$ cat config.mk
export PLATFORM = sky130hd
export DESIGN_NAME = tsr_serial_regs
export DESIGN_NICKNAME = d
export VERILOG_FILES = /design/src/core/tsr_word_store.v /design/src/core/tsr_serial_regs.v
export VERILOG_INCLUDE_DIRS = /design/src /design/src/core
export SDC_FILE = /design/constraint.sdc
export NUM_CORES = 1
export LEC_CHECK = 0
export BUFFER_PORTS_ARGS = -buffer_cell sky130_fd_sc_hd__buf_2
export CORE_UTILIZATION = 57
export DETAILED_ROUTE_END_ITERATION = 7
export PLACE_DENSITY = 0.88
export SYNTH_ARGS = -nofsm -noshare
export SYNTH_HDL_FRONTEND = slang
export SYNTH_SLANG_ARGS = --single-unit
$ cat constraint.sdc
create_clock -name clock -period 3.4 [get_ports clock]
set_input_delay 0.17 -clock clock [delete_from_list [all_inputs] [get_ports clock]]
set_output_delay 0.17 -clock clock [all_outputs]
set_load 0.1 [all_outputs]
$ cat src/core/tsr_map.vh
// Constants for the serial register interface of the temperature sensor.
// Assumes inclusion by bare name from files under core/.
`ifndef TSR_MAP_VH
`define TSR_MAP_VH

// Frame layout in serial clocks
`define TSR_TX_BITS       6'd16
`define TSR_FRAME_BITS    6'd32
`define TSR_DRIVE_BITS    6'd14
// Control codes, low byte only
`define TSR_CODE_SHUTDOWN 8'hFF
`define TSR_CODE_CONVERT  8'h00
// Temperature word fixed fields
`define TSR_TEMP_LSB_POS  5
`define TSR_TEMP_FILL     3'h7
// Identification word fixed fields
`define TSR_ID_FILL       3'h0
// Reset values
`define TSR_RST_SHUTDOWN  1'b0
`define TSR_RST_TEMP      11'h000

`endif

$ cat src/core/tsr_word_store.v
// Small storage holding the two readable words with registered read data.
// Assumes temperature updates arrive on the same clock.
`timescale 1ns/1ns
`include "tsr_map.vh"

module tsr_word_store #(
    parameter [10:0] ID_VALUE = 11'h2A5  // Arbitrary identification value
) (
    input  wire        clock,
    input  wire        rst,
    input  wire        temp_we,
    input  wire [10:0] temp_in,
    input  wire        sel_id,
    output reg  [15:0] rd_word
);
    reg [10:0] temp_store;

    // Latest conversion result
    always @(posedge clock) begin
        if (rst) begin
            temp_store <= `TSR_RST_TEMP;
        end else if (temp_we) begin
            temp_store <= temp_in;
        end
    end

    // Registered read of the selected word; low two bits never driven
    always @(posedge clock) begin
        if (rst) begin
            rd_word <= 16'h0000;
        end else if (sel_id) begin
            rd_word <= {ID_VALUE, `TSR_ID_FILL, 2'b00};
        end else begin
            rd_word <= {temp_store, `TSR_TEMP_FILL, 2'b00};
        end
    end
endmodule

$ cat src/core/tsr_serial_regs.v
// Serial register interface of a digital temperature sensor.
// Assumes link pins are asynchronous to clock and pass two flops here.
// Assumes the link clock half period spans at least eight clock cycles.
// Assumes temperature results arrive on clock as single-cycle strobes.
//
// Summary of operation
// - Low byte all ones enters shutdown
// - Low byte all zeros resumes conversion
// - Other codes enter sticky test state
// - Bits one and zero left undriven
// - Temperature bits four to two are ones
// - Bits fifteen to five hold temperature
// - Bits fifteen to five hold maker code
// - Identification bits four to two low
// - Shutdown returns identification instead of temperature
// - Frame is sixteen transmit, sixteen receive clocks
// - Drive on falling, sample on rising
// - Decode last eight bits before deselect
// - Release line after fourteen bits
`timescale 1ns/1ns
`include "tsr_map.vh"

module tsr_serial_regs #(
    parameter [10:0] ID_VALUE = 11'h2A5  // Arbitrary identification value
) (
    input  wire        clock,
    input  wire        rst,
    input  wire        chip_select_n,
    input  wire        serial_bit_clock,
    input  wire        sio_in,
    output reg         sio_out,
    output reg         sio_oe_n,
    input  wire        temp_valid,
    input  wire [10:0] temp_value,
    output reg         shutdown,
    output reg         test_state,
    output reg  [7:0]  last_code
);
    ////////////////////////////////////////////////////////////////////////
    // Input synchronisers
    // Vector order: select, link clock, data line from bit zero up
    localparam PIN_CS  = 0;
    localparam PIN_SCK = 1;
    localparam PIN_SIO = 2;
    localparam PIN_NUM = 3;
    // Idle levels; reset loads them so no false edge follows reset
    localparam [2:0] PIN_IDLE = 3'b001;

    wire [2:0] pin_raw;
    wire [2:0] pin_sync;
    reg        cs_n_q;
    reg        sck_q;

    assign pin_raw = {sio_in, serial_bit_clock, chip_select_n};

    // Two flops per pin; only stage one feeds stage two
    genvar g;
    generate
        for (g = 0; g < PIN_NUM; g = g + 1) begin : g_sync
            reg stage_one;
            reg stage_two;

            always @(posedge clock) begin
                if (rst) begin
                    stage_one <= PIN_IDLE[g];
                    stage_two <= PIN_IDLE[g];
                end else begin
                    stage_one <= pin_raw[g];
                    stage_two <= stage_one;
                end
            end

            assign pin_sync[g] = stage_two;
        end
    endgenerate

    // Delayed copies of select and link clock for edge finding
    always @(posedge clock) begin
        if (rst) begin
            cs_n_q <= PIN_IDLE[PIN_CS];
            sck_q  <= PIN_IDLE[PIN_SCK];
        end else begin
            cs_n_q <= pin_sync[PIN_CS];
            sck_q  <= pin_sync[PIN_SCK];
        end
    end

    // Link clock edges are only honoured while selected; a link clock that toggles
    // outside a frame cannot advance the bit counter.
    wire cs_n      = pin_sync[PIN_CS];
    wire sck       = pin_sync[PIN_SCK];
    wire sio_bit   = pin_sync[PIN_SIO];
    wire sel_fall  = cs_n_q & ~cs_n;
    wire sel_rise  = ~cs_n_q & cs_n;
    wire sck_rise  = ~cs_n & ~sck_q & sck;
    wire sck_fall  = ~cs_n & sck_q & ~sck;

    ////////////////////////////////////////////////////////////////////////
    // Code classification used by the mode update only
    function [1:0] code_kind;
        input [7:0] code;
        begin
            if (code == `TSR_CODE_SHUTDOWN) begin
                code_kind = 2'd1;
            end else if (code == `TSR_CODE_CONVERT) begin
                code_kind = 2'd2;
            end else begin
                code_kind = 2'd3;
            end
        end
    endfunction

    // Whether the transmit phase may drive the line for the next bit;
    // shared by the frame opening and every falling link clock edge of transmit.
    function line_driven;
        input [5:0] rises;
        input       frozen;
        begin
            line_driven = (rises < `TSR_DRIVE_BITS) && !frozen;
        end
    endfunction

    ////////////////////////////////////////////////////////////////////////
    // Word store
    // The store registers its read word, so the mode seen at a select
    // fall is the one in force at least a cycle before it.
    wire [15:0] rd_word;

    tsr_word_store #(
        .ID_VALUE (ID_VALUE)
    ) u_store (
        .clock   (clock),
        .rst     (rst),
        .temp_we (temp_valid & ~shutdown),
        .temp_in (temp_value),
        .sel_id  (shutdown),
        .rd_word (rd_word)
    );

    ////////////////////////////////////////////////////////////////////////
    // Frame state
    localparam ST_IDLE = 2'd0;
    localparam ST_TX   = 2'd1;
    localparam ST_RX   = 2'd2;
    localparam ST_DONE = 2'd3;

    reg [1:0]  state;
    reg [1:0]  next_state;
    reg [5:0]  bit_count;
    reg [15:0] tx_shift;
    reg [7:0]  rx_shift;
    reg [5:0]  rx_count;
    reg        got_bits;

    // Phase flags shared by the data paths
    wire in_idle = (state == ST_IDLE);
    wire in_tx   = (state == ST_TX);
    wire in_rx   = (state == ST_RX);

    // A frame opens on the select fall, counts sixteen rising link clock
    // edges of transmit, then up to sixteen of receive. Deselect returns
    // to idle from any phase, which is how a cut frame is abandoned.
    // phase sequencing
    always @* begin
        next_state = state;
        case (state)
            ST_IDLE: begin
                if (sel_fall) begin
                    next_state = ST_TX;
                end
            end
            ST_TX: begin
                if (cs_n) begin
                    next_state = ST_IDLE;
                end else if (sck_rise && bit_count == `TSR_TX_BITS - 6'd1) begin
                    next_state = ST_RX;
                end
            end
            ST_RX: begin
                if (cs_n) begin
                    next_state = ST_IDLE;
                end else if (sck_rise && bit_count == `TSR_FRAME_BITS - 6'd1) begin
                    next_state = ST_DONE;
                end
            end
            ST_DONE: begin
                if (cs_n) begin
                    next_state = ST_IDLE;
                end
            end
            default: next_state = ST_IDLE;
        endcase
    end

    // Bit counting over rising edges of the link clock
    // The count saturates at the frame length so extra clocks after the
    // receive phase cannot wrap it back into the transmit window.
    always @(posedge clock) begin
        if (rst) begin
            state     <= ST_IDLE;
            bit_count <= 6'd0;
        end else begin
            state <= next_state;
            if (state == ST_IDLE) begin
                bit_count <= 6'd0;
            end else if (sck_rise && bit_count != `TSR_FRAME_BITS) begin
                bit_count <= bit_count + 6'd1;
            end
        end
    end

    ////////////////////////////////////////////////////////////////////////
    // Transmit path
    // Word is loaded at select; the store has had a cycle since mode changed,
    // so a shutdown written in one frame picks the word of the next frame.
    always @(posedge clock) begin
        if (rst) begin
            tx_shift <= 16'h0000;
            sio_out  <= 1'b0;
        end else if (cs_n || in_idle && !sel_fall) begin
            // Released line shows zero so no stale bit lingers
            sio_out  <= 1'b0;
        end else if (sel_fall) begin
            tx_shift <= {rd_word[14:0], 1'b0};
            sio_out  <= rd_word[15];
        end else if (sck_fall && in_tx) begin
            tx_shift <= {tx_shift[14:0], 1'b0};
            sio_out  <= tx_shift[15];
        end
    end

    // Line enable; kept apart so the release point is easy to audit
    always @(posedge clock) begin
        if (rst) begin
            sio_oe_n <= 1'b1;
        end else if (cs_n || in_idle && !sel_fall) begin
            sio_oe_n <= 1'b1;
        end else if (sel_fall) begin
            sio_oe_n <= ~line_driven(6'd0, test_state);
        end else if (sck_fall && in_tx) begin
            sio_oe_n <= ~line_driven(bit_count, test_state);
        end else if (!in_tx) begin
            sio_oe_n <= 1'b1;
        end
    end

    ////////////////////////////////////////////////////////////////////////
    // Receive path
    // Only rising edges inside the receive phase shift data in; the
    // sixteenth rise closes transmit and is not a data bit for us.
    // sample on rising edge
    always @(posedge clock) begin
        if (rst) begin
            rx_shift <= 8'h00;
            rx_count <= 6'd0;
            got_bits <= 1'b0;
        end else if (sel_fall) begin
            rx_count <= 6'd0;
            got_bits <= 1'b0;
        end else if (sck_rise && (in_rx || next_state == ST_RX)) begin
            if (in_rx) begin
                rx_shift <= {rx_shift[6:0], sio_bit};
                rx_count <= rx_count + 6'd1;
                got_bits <= (rx_count >= 6'd7);
            end
        end
    end

    ////////////////////////////////////////////////////////////////////////
    // Mode update at deselect
    // Partial writes under eight bits are ignored so a pure read frame
    // never disturbs the mode.
    // The decode waits for deselect because only the final eight bits
    // count; an earlier byte of a long write is simply shifted through.
    always @(posedge clock) begin
        if (rst) begin
            shutdown   <= `TSR_RST_SHUTDOWN;
            test_state <= 1'b0;
            last_code  <= 8'h00;
        end else if (sel_rise && got_bits) begin
            last_code <= rx_shift;
            case (code_kind(rx_shift))
                2'd1: shutdown <= 1'b1;
                2'd2: shutdown <= 1'b0;
                default: test_state <= 1'b1;
            endcase
        end
    end

    // The read words are composed inside the word store from the map
    // constants: temperature or identification in bits fifteen to five,
    // a three-bit fill below them and two bits that are never driven.
    // A host that stops reading early simply cuts the frame; the mode is
    // untouched unless eight receive bits arrived.
endmodule

==> impl_metrics.env <==
export IMPL_root_buffer="clkbuf_8"
export IMPL_syn_area_per_cell_um2=8.722
export IMPL_p_sw_frac=0.2053
export IMPL_pwr_share_seq=0.544
export IMPL_netlist_instances=344
export IMPL_p_int_w=0.001403
export IMPL_ios=29
export IMPL_cts_tree="yes"
export IMPL_wl_per_cell_um=12.43
export IMPL_peakVddDrop_mv=0.2819
export IMPL_gp_congestion=0.8238
export IMPL_post_route_drc_count=0
export IMPL_fin_crit_ps=1787
export IMPL_period_share=0.5256
export IMPL_groute_usage_overall=0.2225
export IMPL_synth_distinct_cells=37
export IMPL_ys_ff_latch=79
export IMPL_ant_nets=0
export IMPL_hold_path_class="in2reg"
export IMPL_setup_tns_ps=0
export IMPL_htree_num_levels=3
export IMPL_coreArea_um2=5075
export IMPL_die_y_um=74.55
export IMPL_grt_pass1_vias=2128
export IMPL_fin_util=0.6674
export IMPL_cts_sinks=79
export IMPL_cp_end_kind="flip-flop"
export IMPL_antenna_found_initial=0
export IMPL_total_power_w=0.001766
export IMPL_synth_mux_area_frac=0.03670
export IMPL_numPortBuffers=28
export IMPL_tightest_slew_ps=947.2
export IMPL_syn_num_nets=364
export IMPL_hold_violations=0
export IMPL_grt_overflow_total=0
export IMPL_slew_viol_final=0
export IMPL_async_flop_share=0
export IMPL_slowest_stage="nor3_4"
export IMPL_layout_commonest_cell="dfxtp_1"
export IMPL_status="complete, no violations"
export IMPL_mostFrequentLayoutCells="dfxtp_1, nand2_1, nor2_1"
export IMPL_synth_top_family_by_area="simple AND/OR/NAND/NOR gates"
export IMPL_p_per_area_nw_per_um2=521.3
export IMPL_yosys_area_share_simple=0.2498
export IMPL_nFillCells=443
export IMPL_pwr_share_clk=0.419
export IMPL_drive_above_1_share=0.1398
export IMPL_hpwl_um=3619
export IMPL_worstSkewPairLatency_ps=340
export IMPL_die_area_um2=5558
export IMPL_netlist_area_um2=3000
export IMPL_layout_area_seq_um2=1582
export IMPL_via_count=2349
export IMPL_p_leak_nw=1.316
export IMPL_required_ps=3600
export IMPL_cts_setup_buffers=0
export IMPL_start_util=0.5912
export IMPL_p_comb_frac=0.036
export IMPL_worstPathCellList="or3b_4 -> nor3_4 -> mux2i_1 -> nor2_1"
export IMPL_hold_slack_ps=34.10
export IMPL_drv_cap=0
export IMPL_seq_area_frac_synth=0.5271
export IMPL_num_rows=26
export IMPL_critical_path_arrival_ps=1990
export IMPL_die_x_um=74.55
export IMPL_skew_ps=4.819
export IMPL_synth_edf_count=0
export IMPL_ys_flop_type="dfxtp_1"
export IMPL_first_pass_iters=4
export IMPL_synth_compound_area_share=0.1188
export IMPL_diodes=0
export IMPL_clock_path_buffers=2
export IMPL_slowest_delay_ps=470
export IMPL_setup_viol=0
export IMPL_grt_setup_unrepaired="no"
export IMPL_synth_xor_area_frac=0.02043
export IMPL_slew_headroom=0.3685
export IMPL_crit_type="reg2reg"
export IMPL_grt_pass1_wl_um=9252
export IMPL_startpoint_type="flip-flop"
export IMPL_multi_input_area_um2=1315
export IMPL_grt_max_degree=58
export IMPL_drt_iter0_drc=146
export IMPL_yosysWarnings=0
export IMPL_synthAdderAreaFrac=0.01251
export IMPL_viasPerCell=5.314
export IMPL_switching_power_w=0.0003625
export IMPL_nNetsFinal=388
export IMPL_worstPathMaxFanout=9
export IMPL_areaGrowthSynthToFinish_pct=12.89
export IMPL_totalWireLength_um=5495
export IMPL_cts_buffers=9
export IMPL_cts_clk_slew_worst_paths_ps=70
export IMPL_max_freq_ghz=0.5596
## registers in the layout (all words and copies together) (netlist names), 2 cells and up
name                cells
u_store.temp_store     11
rx_shift                8
tx_shift               13
last_code               8
bit_count               6
state                   2
u_store.rd_word        12
g_sync.stage_one        3
g_sync.stage_two        2
rx_count                6
## per-layer routing
metal  GRT usage  share of wire
met3     0.06775          0.042
met5           0              0
met1      0.2769           0.46
met4     0.09644          0.012
met2      0.3574           0.49
## power groups by stage
| stage | clock (W) | combinational [W] | sequential, W |
|---|---|---|---|
| after global placement | 0 | 0.0000609 | 0.000981 |
| after global routing | 0.000804 | 0.0000731 | 0.000964 |
| after CTS | 0.000755 | 0.0000646 | 0.000961 |
| after detailed placement | 0 | 0.0000630 | 0.000982 |
| final | 0.000741 | 0.0000639 | 0.000961 |
| after floorplan | 0 | 0.0000478 | 0.000980 |
## critical path, delay by kind of cell (launching register included)
kind	cells	cell delay, ps
AND/OR/NAND/NOR	3	980
flip-flops	1	380
multiplexers	1	280
## synthesized netlist by cell type (5+ instances only)
master,number,share of area
clkbuf_1,15,0.019
nand3_1,8,0.013
dfxtp_1,79,0.53
nand2_1,69,0.086
or2_2,5,0.010
nor3_1,5,0.0083
and2_1,6,0.013
nor2_1,44,0.055
a311oi_1,12,0.035
mux2i_1,11,0.037
inv_1,7,0.0088
nor2b_1,7,0.015
a31oi_1,5,0.010
nand2b_1,6,0.013
a21oi_1,27,0.045
## cell families (layout without fill, tap and decap cells)
logic type	count (synthesis)	after routing
multiplexers	11	11
adder cells (fa/ha/maj)	3	3
buffers and inverters	25	53
flip-flops	79	79
AO/OA/AOI/OAI	55	55
XOR/XNOR	7	7
AND/OR/NAND/NOR	164	164
## repair_timing
action                    CTS  global route
resized for setup           0             0
hold endpoints to repair    1             0
hold buffers                1             0
## cell type report
type,instances,area share
clock buffer,11,0.04174
clock inverter,4,0.02069
inverter,7,0.007758
multi-input combinational,240,0.3883
sequential,79,0.4669
tap,70,0.02586
timing repair buffer,31,0.04876
## path summary, 6_finish.rpt
path | from | endpoint | slack, ps | depth (start not counted)
worst max-delay path | cs_n$_SDFF_PP1_ | rx_shift[7]$_SDFFE_PP0P_ | 1610 | 4
worst min-delay path | serial_bit_clock | g_sync[1].stage_one$_SDFF_PP0_ | 30 | 2
worst max register to register | cs_n$_SDFF_PP1_ | rx_shift[7]$_SDFFE_PP0P_ | 1610 | 4
worst min register to register | g_sync[2].stage_one$_SDFF_PP0_ | g_sync[2].stage_two$_SDFF_PP0_ | 440 | 1
## metrics by stage
stage / setup slack, ps / area [um2] / std cells
after global routing: 1443 / 3387 / 442
after detailed placement: 1654 / 3166 / 426
final: 1613 / 3387 / 442
after global placement: 1700 / 3166 / 426
after CTS: 1594 / 3387 / 442
after floorplan: 1491 / 3000 / 344
Power figures use the tool's default switching activity.
